File: src/ctlc_pkg.sv
// Shared constants for the calibration trigger and low-power controller.
// Assumes a byte-wide register port and a converter clock equal to core_clk.
package ctlc_pkg;

  // ----------------------------------------------------------------------
  // Register offsets
  // ----------------------------------------------------------------------
  localparam logic [7:0] OFS_PIN_CONFIG = 8'h6b;
  localparam logic [7:0] OFS_SOFT_TRIG = 8'h6c;
  localparam logic [7:0] OFS_LOWPOWER = 8'h6e;
  localparam logic [7:0] OFS_GAIN_ADJ = 8'h7a;
  localparam logic [7:0] OFS_IRQ_STATUS = 8'h74;
  localparam logic [7:0] OFS_IRQ_MASK = 8'h75;
  localparam logic [7:0] OFS_CAL_STATE = 8'h76;

  // ----------------------------------------------------------------------
  // Field positions and reset values
  // ----------------------------------------------------------------------
  localparam int POS_TRIG_SEL = 0;
  localparam int POS_STAT_SEL = 1;
  localparam int POS_SOFT_TRIG = 0;
  localparam int POS_LOWPOWER_CAL_ENABLE = 0;
  localparam int POS_TRIGGER_CONTROLLED_SLEEP = 1;
  localparam int POS_WAKE_CODE = 3;
  localparam int POS_SLEEP_CODE = 5;
  localparam logic [7:0] RST_PIN_CONFIG = 8'h00;
  localparam logic [7:0] RST_SOFT_TRIG = 8'h01;
  localparam logic [7:0] RST_LOWPOWER = 8'h88;
  localparam logic [7:0] RST_IRQ = 8'h00;

  // ----------------------------------------------------------------------
  // Status pin select codes and interrupt bits
  // ----------------------------------------------------------------------
  localparam logic [1:0] STAT_FOREGROUND_COMPLETE_FLAG = 2'h0;
  localparam logic [1:0] STAT_STOPPED = 2'h1;
  localparam logic [1:0] STAT_ALARM = 2'h2;
  localparam int IRQ_FOREGROUND_COMPLETE_FLAG = 0;
  localparam int IRQ_STOPPED = 1;
  localparam int IRQ_ALARM = 2;
  localparam int IRQ_CAL_START = 3;
  localparam int IRQ_BITS = 4;

  // ----------------------------------------------------------------------
  // Timing, in converter clock periods, and the derived core cycles
  // ----------------------------------------------------------------------
  localparam int DELAY_W = 41;
  localparam longint CONV_PERIOD_PS = 64'd10000;
  localparam longint CORE_PERIOD_PS = 64'd10000;
  localparam longint SLEEP_PER [8] = '{
    64'd1152, 64'd4194432, 64'd33554560, 64'd268435584,
    64'd2147483776, 64'd17179869312, 64'd137438953600,
    64'd1099511627904};
  localparam longint WAKE_PER [4] = '{
    64'd1152, 64'd33554560, 64'd268435584, 64'd2147483776};
  localparam logic [DELAY_W-1:0] SLEEP_CYC [8] = '{
    DELAY_W'(SLEEP_PER[0] * CONV_PERIOD_PS / CORE_PERIOD_PS),
    DELAY_W'(SLEEP_PER[1] * CONV_PERIOD_PS / CORE_PERIOD_PS),
    DELAY_W'(SLEEP_PER[2] * CONV_PERIOD_PS / CORE_PERIOD_PS),
    DELAY_W'(SLEEP_PER[3] * CONV_PERIOD_PS / CORE_PERIOD_PS),
    DELAY_W'(SLEEP_PER[4] * CONV_PERIOD_PS / CORE_PERIOD_PS),
    DELAY_W'(SLEEP_PER[5] * CONV_PERIOD_PS / CORE_PERIOD_PS),
    DELAY_W'(SLEEP_PER[6] * CONV_PERIOD_PS / CORE_PERIOD_PS),
    DELAY_W'(SLEEP_PER[7] * CONV_PERIOD_PS / CORE_PERIOD_PS)};
  localparam logic [DELAY_W-1:0] WAKE_CYC [4] = '{
    DELAY_W'(WAKE_PER[0] * CONV_PERIOD_PS / CORE_PERIOD_PS),
    DELAY_W'(WAKE_PER[1] * CONV_PERIOD_PS / CORE_PERIOD_PS),
    DELAY_W'(WAKE_PER[2] * CONV_PERIOD_PS / CORE_PERIOD_PS),
    DELAY_W'(WAKE_PER[3] * CONV_PERIOD_PS / CORE_PERIOD_PS)};

  // ----------------------------------------------------------------------
  // Low-power sequencer states
  // ----------------------------------------------------------------------
  typedef enum logic [1:0] {
    CTLC_IDLE,
    CTLC_SLEEP,
    CTLC_SETTLE,
    CTLC_CALIB
  } ctlc_state_t;

endpackage

File: src/ctlc_top.sv
// Calibration trigger selection, status pin routing, low-power sleep and
// wake sequencing and core gain trim. Assumes the calibration engine
// supplies its flags as levels synchronous to core_clk.
`timescale 1ns/1ps
// Overview of operation
// - Status select routes flag or low
// - Select 0 uses software bit only
// - Select 1 uses hardware pin only
// - Software bit mimics pin, resets high
// - Sleep code only with lowpower, autonomous
// - Sleep codes map to fixed periods
// - Settle code sets wake-to-calibration delay
// - Trigger sleep: high sleeps, low wakes
// - Lowpower needs background calibration enabled
// - Gain adjust trims all cores
// - Gain adjust loads fuse value at reset
// - Foreground flag high once done/skipped
// - Stopped flag follows halt and resume
module ctlc_top
  import ctlc_pkg::*;
#(
  parameter logic [ctlc_pkg::DELAY_W-1:0] SLEEP_CYCLES [8] =
    ctlc_pkg::SLEEP_CYC,
  parameter logic [ctlc_pkg::DELAY_W-1:0] WAKE_CYCLES [4] =
    ctlc_pkg::WAKE_CYC
)
(
  // Clock and reset
  input wire logic core_clk,
  input wire logic rst_b,
  // Register port
  input wire logic [7:0] reg_addr,
  input wire logic [7:0] reg_wdata,
  input wire logic reg_wr,
  input wire logic reg_rd,
  output logic [7:0] reg_rdata,
  // Pins
  input wire logic hardware_trigger_pin,
  output logic calibration_status_pin,
  // Calibration engine
  input wire logic background_cal_enable,
  input wire logic foreground_complete_flag,
  input wire logic cal_stopped_flag,
  input wire logic cal_alarm_flag,
  input wire logic cal_pass_done,
  output logic calibration_trigger,
  output logic offline_core_sleep,
  output logic offline_cal_start,
  // Trim
  input wire logic [7:0] fuse_gain_adjust,
  output logic [7:0] core_gain_adjust_out,
  // Interrupt
  output logic irq
);

  // ----------------------------------------------------------------------
  // Declarations
  // ----------------------------------------------------------------------
  logic [7:0] pin_config_reg;
  logic [7:0] soft_trig_reg;
  logic [7:0] lowpower_reg;
  logic [7:0] gain_adjust_reg;
  logic [IRQ_BITS-1:0] irq_status_reg;
  logic [IRQ_BITS-1:0] irq_mask_reg;
  logic [IRQ_BITS-1:0] irq_event;
  logic [7:0] rdata_reg;
  logic [7:0] rdata_next;
  logic trig_meta_reg;
  logic trig_sync_reg;
  logic trig_sel;
  logic stat_pin_reg;
  logic stat_pin_next;
  logic fg_prev_reg;
  logic stop_prev_reg;
  logic alarm_prev_reg;
  ctlc_state_t state_reg;
  ctlc_state_t state_next;
  logic lp_active;
  logic trigger_controlled_sleep_mode;
  logic [2:0] sleep_code;
  logic [1:0] wake_code;
  logic tmr_load;
  logic [DELAY_W-1:0] tmr_value;
  logic tmr_busy;
  logic tmr_done;
  logic sleep_reg;
  logic start_reg;

  // ----------------------------------------------------------------------
  // Register writes
  // ----------------------------------------------------------------------
  always_ff @(posedge core_clk)
  begin
    if (!rst_b)
    begin
      pin_config_reg <= RST_PIN_CONFIG;
      soft_trig_reg <= RST_SOFT_TRIG;
      lowpower_reg <= RST_LOWPOWER;
      irq_mask_reg <= IRQ_BITS'(RST_IRQ);
    end
    else if (reg_wr)
    begin
      case (reg_addr)
        OFS_PIN_CONFIG: pin_config_reg <= reg_wdata;
        OFS_SOFT_TRIG: soft_trig_reg <= reg_wdata;
        OFS_LOWPOWER: lowpower_reg <= reg_wdata;
        OFS_IRQ_MASK: irq_mask_reg <= reg_wdata[IRQ_BITS-1:0];
        default: ;
      endcase
    end
  end

  // Gain adjust takes the factory trim while reset is held
  always_ff @(posedge core_clk)
  begin
    if (!rst_b)
    begin
      gain_adjust_reg <= fuse_gain_adjust;
    end
    else if (reg_wr && reg_addr == OFS_GAIN_ADJ)
    begin
      gain_adjust_reg <= reg_wdata;
    end
  end

  assign core_gain_adjust_out = gain_adjust_reg;

  // ----------------------------------------------------------------------
  // Register reads, data in the cycle after the strobe
  // ----------------------------------------------------------------------
  always_comb
  begin
    rdata_next = 8'h00;
    case (reg_addr)
      OFS_PIN_CONFIG: rdata_next = pin_config_reg;
      OFS_SOFT_TRIG: rdata_next = soft_trig_reg;
      OFS_LOWPOWER: rdata_next = lowpower_reg;
      OFS_GAIN_ADJ: rdata_next = gain_adjust_reg;
      OFS_IRQ_STATUS: rdata_next = 8'(irq_status_reg);
      OFS_IRQ_MASK: rdata_next = 8'(irq_mask_reg);
      OFS_CAL_STATE:
      begin
        rdata_next = {1'b0, trig_sel, state_reg, cal_alarm_flag,
          sleep_reg, cal_stopped_flag, foreground_complete_flag};
      end
      default: rdata_next = 8'h00;
    endcase
  end

  always_ff @(posedge core_clk)
  begin
    if (!rst_b)
    begin
      rdata_reg <= 8'h00;
    end
    else if (reg_rd)
    begin
      rdata_reg <= rdata_next;
    end
    else
    begin
      rdata_reg <= 8'h00;
    end
  end

  assign reg_rdata = rdata_reg;

  // ----------------------------------------------------------------------
  // Trigger synchroniser and source select
  // ----------------------------------------------------------------------
  always_ff @(posedge core_clk)
  begin
    if (!rst_b)
    begin
      trig_meta_reg <= 1'b0;
      trig_sync_reg <= 1'b0;
    end
    else
    begin
      trig_meta_reg <= hardware_trigger_pin;
      trig_sync_reg <= trig_meta_reg;
    end
  end

  assign trig_sel = pin_config_reg[POS_TRIG_SEL] ?
    trig_sync_reg : soft_trig_reg[POS_SOFT_TRIG];
  assign calibration_trigger = trig_sel;

  // ----------------------------------------------------------------------
  // Status pin
  // ----------------------------------------------------------------------
  always_comb
  begin
    case (pin_config_reg[POS_STAT_SEL +: 2])
      STAT_FOREGROUND_COMPLETE_FLAG: stat_pin_next = foreground_complete_flag;
      STAT_STOPPED: stat_pin_next = cal_stopped_flag;
      STAT_ALARM: stat_pin_next = cal_alarm_flag;
      default: stat_pin_next = 1'b0;
    endcase
  end

  always_ff @(posedge core_clk)
  begin
    if (!rst_b)
    begin
      stat_pin_reg <= 1'b0;
    end
    else
    begin
      stat_pin_reg <= stat_pin_next;
    end
  end

  assign calibration_status_pin = stat_pin_reg;

  // ----------------------------------------------------------------------
  // Low-power sequencer
  // ----------------------------------------------------------------------
  assign lp_active = lowpower_reg[POS_LOWPOWER_CAL_ENABLE] & background_cal_enable;
  assign trigger_controlled_sleep_mode = lowpower_reg[POS_TRIGGER_CONTROLLED_SLEEP];
  assign sleep_code = lowpower_reg[POS_SLEEP_CODE +: 3];
  assign wake_code = lowpower_reg[POS_WAKE_CODE +: 2];

  always_comb
  begin
    state_next = state_reg;
    tmr_load = 1'b0;
    tmr_value = SLEEP_CYCLES[sleep_code];
    case (state_reg)
      CTLC_IDLE:
      begin
        if (lp_active)
        begin
          state_next = CTLC_SLEEP;
          tmr_load = !trigger_controlled_sleep_mode;
        end
      end
      CTLC_SLEEP:
      begin
        if (trigger_controlled_sleep_mode ? !trig_sel : tmr_done)
        begin
          state_next = CTLC_SETTLE;
          tmr_load = 1'b1;
          tmr_value = WAKE_CYCLES[wake_code];
        end
        else if (!trigger_controlled_sleep_mode && !tmr_busy)
        begin
          tmr_load = 1'b1;
        end
      end
      CTLC_SETTLE:
      begin
        if (tmr_done)
        begin
          state_next = CTLC_CALIB;
        end
      end
      CTLC_CALIB:
      begin
        if (cal_pass_done)
        begin
          state_next = CTLC_SLEEP;
          tmr_load = !trigger_controlled_sleep_mode;
        end
      end
      default: state_next = CTLC_IDLE;
    endcase
    if (!lp_active)
    begin
      state_next = CTLC_IDLE;
      tmr_load = 1'b0;
    end
  end

  always_ff @(posedge core_clk)
  begin
    if (!rst_b)
    begin
      state_reg <= CTLC_IDLE;
      sleep_reg <= 1'b0;
      start_reg <= 1'b0;
    end
    else
    begin
      state_reg <= state_next;
      sleep_reg <= (state_next == CTLC_SLEEP);
      start_reg <= (state_reg == CTLC_SETTLE) &&
        (state_next == CTLC_CALIB);
    end
  end

  assign offline_core_sleep = sleep_reg;
  assign offline_cal_start = start_reg;

  ctlc_interval_timer #(
    .WIDTH(DELAY_W)
  ) u_timer (
    .core_clk(core_clk),
    .rst_b(rst_b),
    .load(tmr_load),
    .abort(!lp_active),
    .load_value(tmr_value),
    .busy(tmr_busy),
    .done(tmr_done)
  );

  // ----------------------------------------------------------------------
  // Interrupts: rising flags and calibration starts, set beats clear
  // ----------------------------------------------------------------------
  always_ff @(posedge core_clk)
  begin
    if (!rst_b)
    begin
      fg_prev_reg <= 1'b0;
      stop_prev_reg <= 1'b0;
      alarm_prev_reg <= 1'b0;
    end
    else
    begin
      fg_prev_reg <= foreground_complete_flag;
      stop_prev_reg <= cal_stopped_flag;
      alarm_prev_reg <= cal_alarm_flag;
    end
  end

  assign irq_event[IRQ_FOREGROUND_COMPLETE_FLAG] = foreground_complete_flag & ~fg_prev_reg;
  assign irq_event[IRQ_STOPPED] = cal_stopped_flag & ~stop_prev_reg;
  assign irq_event[IRQ_ALARM] = cal_alarm_flag & ~alarm_prev_reg;
  assign irq_event[IRQ_CAL_START] = start_reg;

  always_ff @(posedge core_clk)
  begin
    if (!rst_b)
    begin
      irq_status_reg <= IRQ_BITS'(RST_IRQ);
    end
    else
    begin
      irq_status_reg <= (irq_status_reg &
        ~((reg_wr && reg_addr == OFS_IRQ_STATUS) ?
        reg_wdata[IRQ_BITS-1:0] : '0)) | irq_event;
    end
  end

  assign irq = |(irq_status_reg & irq_mask_reg);
endmodule

File: src/ctlc_interval_timer.sv
// Down-counting interval timer for the sleep and settle phases.
// Assumes load is a one-cycle pulse; done pulses load_value cycles later.
`timescale 1ns/1ps
module ctlc_interval_timer
#(
  parameter int WIDTH = 41
)
(
  // Clock and reset
  input wire logic core_clk,
  input wire logic rst_b,
  // Control
  input wire logic load,
  input wire logic abort,
  input wire logic [WIDTH-1:0] load_value,
  // Status
  output logic busy,
  output logic done
);

  generate
    if (WIDTH < 2)
    begin : g_bad_width
      $error("ctlc_interval_timer: WIDTH must be at least 2");
    end
  endgenerate

  logic [WIDTH-1:0] count_reg;
  logic busy_reg;
  logic done_reg;

  // ----------------------------------------------------------------------
  // Counter
  // ----------------------------------------------------------------------
  always_ff @(posedge core_clk)
  begin
    if (!rst_b || abort)
    begin
      count_reg <= '0;
      busy_reg <= 1'b0;
      done_reg <= 1'b0;
    end
    else if (load)
    begin
      // A zero load still waits one cycle
      count_reg <= (load_value == '0) ? '0 : load_value - 1'b1;
      busy_reg <= 1'b1;
      done_reg <= 1'b0;
    end
    else if (busy_reg && count_reg == '0)
    begin
      busy_reg <= 1'b0;
      done_reg <= 1'b1;
    end
    else
    begin
      if (busy_reg)
      begin
        count_reg <= count_reg - 1'b1;
      end
      done_reg <= 1'b0;
    end
  end

  assign busy = busy_reg;
  assign done = done_reg;

endmodule

File: config.mk
export PLATFORM = sky130hd
export DESIGN_NAME = ctlc_top
export DESIGN_NICKNAME = d
export VERILOG_FILES = /design/src/ctlc_pkg.sv /design/src/ctlc_top.sv /design/src/ctlc_interval_timer.sv
export SDC_FILE = /design/constraint.sdc
export NUM_CORES = 1
export LEC_CHECK = 0
export BUFFER_PORTS_ARGS = -buffer_cell sky130_fd_sc_hd__buf_2
export CORE_ASPECT_RATIO = 0.9
export CORE_UTILIZATION = 28
export DETAILED_ROUTE_END_ITERATION = 6
export PLACE_DENSITY = 0.55
export SLEW_MARGIN = 10
export SYNTH_ARGS = -nofsm -noshare
export SYNTH_HDL_FRONTEND = slang
export SYNTH_SLANG_ARGS = --single-unit
File: constraint.sdc
create_clock -name core_clk -period 5.3 [get_ports core_clk]
set_clock_uncertainty 0.15 [all_clocks]
set_input_delay 0.53 -clock core_clk [delete_from_list [all_inputs] [get_ports core_clk]]
set_output_delay 0.53 -clock core_clk [all_outputs]
set_load 0.01 [all_outputs]
Yosys cells after proc, flatten, opt, wreduce, memory -nomap -nowiden
Memory sizes are Yosys's and may differ from the RTL's.
Index checks and enable logic that the tools add are counted.
{"block": "word_totals", "regBits": 101, "latch_bits": 0, "mem_bits_rw": 0, "romBits": 328, "inputBits": 34, "out_inout_bits": 21, "wordCells": 109, "n_memories": 1}
{"block": "op_classes", "add_sub_neg": 2, "multipliers": 0, "div": 0, "order_cmp": 2, "eq_ne": 16, "n_shift": 0, "n_mux": 31, "bitwise_logic": 13, "n_reduce_logical": 25}
{"memory": "(no name shown)", "depth": 8, "width": 41, "read_ports": 1, "rd_ports_with_merged_regs": 0, "wr": 0, "line_no": "ctlc_top.sv:228", "text": "tmr_value = SLEEP_CYCLES[sleep_code];"}
{"operator": "$mux 41", "count": 10}
{"operator": "$bmux 41 s2", "count": 1}
{"operator": "$logic_not 41->1", "count": 2}
{"operator": "$sub 41x1->41 const B", "count": 2}
{"operator": "$eq 8x7->1 const B", "count": 7}
{"operator": "$pmux 8 s7", "count": 1}
{"operator": "$mux 8", "count": 2}
{"operator": "$reduce_and 2->1", "count": 6}
{"operator": "$mux 1", "count": 9}
{"operator": "$and 4x4->4", "count": 2}
{"operator": "$eq 2x2->1 const B", "count": 4}
{"operator": "$mux 2", "count": 4}
{"operator": "$pmux 2 s4", "count": 1}
{"operator": "$eq 2x1->1 const B", "count": 3}
{"operator": "$pmux 1 s3", "count": 2}
{"operator": "$logic_and 1x1->1", "count": 5}
{"operator": "$logic_not 1->1", "count": 5}
{"operator": "$and 1x1->1", "count": 4}
{"operator": "$ge 4x4->1 const B", "count": 1}
{"operator": "$logic_not 2->1", "count": 2}
{"operator": "$mux 4", "count": 1}
{"operator": "$not 3->4", "count": 1}
{"operator": "$not 4->4", "count": 1}
{"operator": "$or 4x4->4", "count": 1}
{"operator": "9 further kinds", "count": 12}

Depth between registers and ports, before layout
{"block": "logic_depth", "word_depth": 9, "ltp_mapped": 10, "mapped_depth_nobuf": 8}

Modules after synthesis
From an unflattened synthesis, not the netlist that was laid out.
{"block": "hier_totals", "hier_cells": 765, "hier_area_um2": 6458.7}
{"mod": "ctlc_interval_timer", "n_inst": 1, "cells_each": 478, "area_per_inst_um2": 3535.9, "seq_area_each_um2": 860.8}
{"mod": "ctlc_top", "n_inst": 1, "cells_each": 287, "area_per_inst_um2": 2922.8, "seq_area_each_um2": 1241.2}

Least setup slack after synthesis
No wires, ideal clock.
{"block": "synth_path", "path_kind": "reg2reg", "start": "register u_timer.count_reg[5]", "end": "register u_timer.count_reg[31]", "setup_time_ps": 115, "arrival_time_ps": 2535, "required_ps": 5035, "slack_ps": 2501, "path_stages_with_launch": 9, "path_buffers": 2, "synth_period_minus_slack_ps": 2799, "path_cell_list": "dfxtp_1 or4_1 buf_6 or4_4 o41ai_4 buf_4 nand2_1 a21boi_0 o21a_1"}
{"block": "synth_via", "elab_chain_cells": 4, "word_cells_on_any_way": 8, "cone_classes": "add/sub (1); eq/ne (1); mux (3); reduce/logical (3)"}
{"element": "start: declaration", "line_no": "ctlc_interval_timer.sv:28", "text": "logic [WIDTH-1:0] count_reg;"}
{"element": "start signal: assignment", "line_no": "ctlc_interval_timer.sv:46", "text": "count_reg <= (load_value == '0) ? '0 : load_value - 1'b1;"}
{"element": "start signal: assignment", "line_no": "ctlc_interval_timer.sv:59", "text": "count_reg <= count_reg - 1'b1;"}
{"element": "$sub 41x1->41 or $logic_not 41->1 (tied branches)", "line_no": "ctlc_interval_timer.sv:59, ctlc_interval_timer.sv:50"}
{"element": "$mux 41 or $logic_and 1x1->1 (tied branches)", "line_no": "ctlc_interval_timer.sv:57, ctlc_interval_timer.sv:50"}
{"element": "$mux 41 or $ne 2x2->1 (tied branches)"}
{"element": "$mux 41 or $reduce_and 2->1 (tied branches)"}
Several ways; a longest one is shown, not always the timed one. The select of a mux whose other input is x is not followed.
A chain may end at the register's enable or synchronous reset.

Worst setup path in the final report
{"block": "layout_path", "start": "register u_timer.count_reg[5]", "end": "register u_timer.count_reg[17]"}
The elaborated chain is that of the path after synthesis.

==> metrics.cfg <==
[clocking]
cts_buffers = 9
cts_tree = built
postCtsResizedCells = 0
clkTransAtPathRegs_ps = 80
clk_latency_ps = 360
htreeDepth = 3
cts_root_buf = clkbuf_16
cts_setup_buffers = 0
ctsHoldBuffers = 0
clockBufferDepth = 2
clock_sinks = 101

[synthesis]
yosys_warnings = 0
synth_cell_types = 53
syn_nets = 596
syn_area_per_cell_sq_um = 8.711
synth_edf_count = 8
ys_seq_elements = 101
syn_inst = 560
async_flop_share_pct = 0
syn_area_sq_mm = 0.004878
yosysSeqAreaShare_pct = 43.09
ys.flop_type = dfxtp_1

[power_and_ir_drop]
intPower_uw = 1142
leakagePower_uw = 0.002055
switchingPower_uw = 373.1
p_comb_share_pct = 4.3
seqPwrFrac_pct = 51.8
powerDensity_mw_per_mm2 = 268.6
swShare_pct = 24.62
ir_worst_vdd_mv = 0.1428
clockPowerShare_pct = 43.9

[layout]
largest_reg_flops = 41
syn2layout_area_growth_pct = 15.67
fin_nets = 635
diodes = 0
multi_input_area_sq_mm = 0.002611
seq_area_sq_mm = 0.002102
layout.cells.non_filler = 839
fill_cells = 1747
drive_gt1_share_pct = 15.56

[placement]
dp.cells = 823
dp_slack_ps = 1778
gp_congestion = 0.7858
dp_hpwl_um = 8895
io_buffers = 54

[critical_path]
crit_path_end_kind = register
arrival_ps = 3600
path_common_cell = or4_1
path_class = reg2reg
critical_path.max_stage_delay_ps = 730
cp_cell_sequence = or4_1, or4_4, o41ai_4, buf_4, or4_1, xor2_1, nor2_1
startpoint_type = register
critical_path_required_ps = 5350
crit_fanout = 28
slowest_stage = or4_1

[job]
drv_cap = 0

[detailed_routing]
dr.pass1.iters = 5
avgViaCountPerCell = 5.124
wl_per_cell_um = 14.83
via_count = 4299
drtIter0Drc = 342
postRouteAntennaNets = 0
wl_um = 12440
drc = 0

[global_route]
grt_pass1_vias = 3957
antenna_found_initial = 0
grtUsageTotal_pct = 14.23
overflow = 0
grt_max_degree = 52
grt_first_pass_wirelength_um = 20200

[hold_path]
hold_path_class = in2reg

[timing]
timing.final.ws_setup_ps = 1754
tightest_slew_ps = 965.7
hold_viol = 0
final-setup-viol-count = 0
post-route-min-period_ps = 3546
relSlewSlack_pct = 35.47
finalHoldWorstSlack_ps = 234.5
fin_crit_sh_pct = 66.91
max_freq_ghz = 0.2820
finalSetupTns_ps = 0
drv_slew = 0
rsz0062_at_grt = no

[floorplanning]
io_pins = 55
core-area_sq_mm = 0.01695
start_util_pct = 28.79
die_area_sq_mm = 0.01796
die_h_um = 127.2
row_count = 45
die_w_um = 141.1

[status]
status = finished clean

layout by cell type, fill, tap and decap left out, types with 7 or more instances in the layout:
cell type,netlist,layout
dfxtp_1,93,93
nand2_1,64,64
buf_2,2,54
nor2_1,34,34
nand3_1,33,33
xnor2_1,28,28
nor4_1,27,26
a21oi_1,25,25
a21boi_0,23,23
nor3_1,18,18
o21ai_0,17,17
or3_1,16,16
nor2b_1,16,16
or4_1,15,15
a22oi_1,15,15
mux2_2,9,9
mux2i_1,9,9
clkbuf_16,0,9
edfxtp_1,8,8
a31oi_1,7,7
layout make-up:
| class | count | share of cell area [%] |
|---|---|---|
| Multi-Input combinational cell | 421 | 46.27 |
| Clock inverter | 7 | 1.286 |
| Timing Repair Buffer | 60 | 5.588 |
| Sequential cell | 101 | 37.25 |
| Inverter | 6 | 0.3991 |
| Tap cell | 235 | 5.211 |
| Clock buffer | 9 | 3.991 |
power groups by stage:
stage                     Combinational, uW  Sequential, uW  Clock (uW)
final                                  65.7             785         665
after global routing                   71.9             786         710
after CTS                              66.1             785         681
after detailed placement               65.8             803           0
after global placement                 64.1             803           0
after floorplan                        30.9             804           0
worst paths after layout:
check                                          start               endpoint  slack, ps  cells past startpoint
worst max-delay path            u_timer.count_reg[5]  u_timer.count_reg[17]       1750                      7
worst min-delay path            hardware_trigger_pin          trig_meta_reg        230                      2
worst max register to register  u_timer.count_reg[5]  u_timer.count_reg[17]       1750                      7
worst min register to register         trig_meta_reg          trig_sync_reg        300                      1
Yosys cell counts, types with 4 or more instances:
library cell	count	area [sq um]
nor3_1	18	90.09
nand4_1	6	37.54
nor2b_1	16	100.1
a21oi_1	25	125.1
edfxtp_1	8	240.2
nand3_1	33	165.2
inv_1	6	22.52
nand2b_1	5	31.28
and3_1	5	31.28
or4_1	15	112.6
or3_1	16	100.1
or2_2	4	25.02
nor4_1	27	168.9
and2_1	6	37.54
a31oi_1	7	43.79
dfxtp_1	93	1862
clkbuf_1	25	93.84
mux2_2	9	101.4
a21boi_0	23	172.7
mux2i_1	9	90.09
o21ai_0	17	85.08
nor2_1	34	127.6
xnor2_1	28	245.2
nand2_1	64	240.2
a22oi_1	15	112.6
metal layers:
metal / share of wire (%) / track usage (%) / vias to the layer above
met5: 0 / 0 / -
met2: 47 / 22.92 / 61
met1: 48 / 18.85 / 2111
met4: 1.7 / 6.458 / 0
met3: 2.7 / 2.061 / 11
li1: - / - / 2116
worst max-delay path, delay by kind of cell, from the launching register on:
family,cells,cell delay [ps]
buf+inv,1,400
simple gates,4,1590
flops,1,350
xor+xnor,1,170
compound gates,1,720
kinds of logic after synthesis:
family	share of synthesized area, %
AO/OA/AOI/OAI	14.72
XOR/XNOR	5.566
adder cells (fa/ha/maj)	0.5129
buffers and inverters	3.514
flip-flops	43.09
multiplexers	3.924
AND/OR/NAND/NOR	28.67
through the flow:
step / total power, uW / util [%] / instance area [sq um]
after floorplan: 835.2 / - / 4878
final: 1516 / 33.30 / 5643
after global routing: 1568 / 33.30 / 5643
after global placement: 867.1 / 31.54 / 5345
after detailed placement: 869.0 / 31.54 / 5345
after CTS: 1532 / 33.30 / 5643
Note: power is estimated with default switching activity, not from simulation.
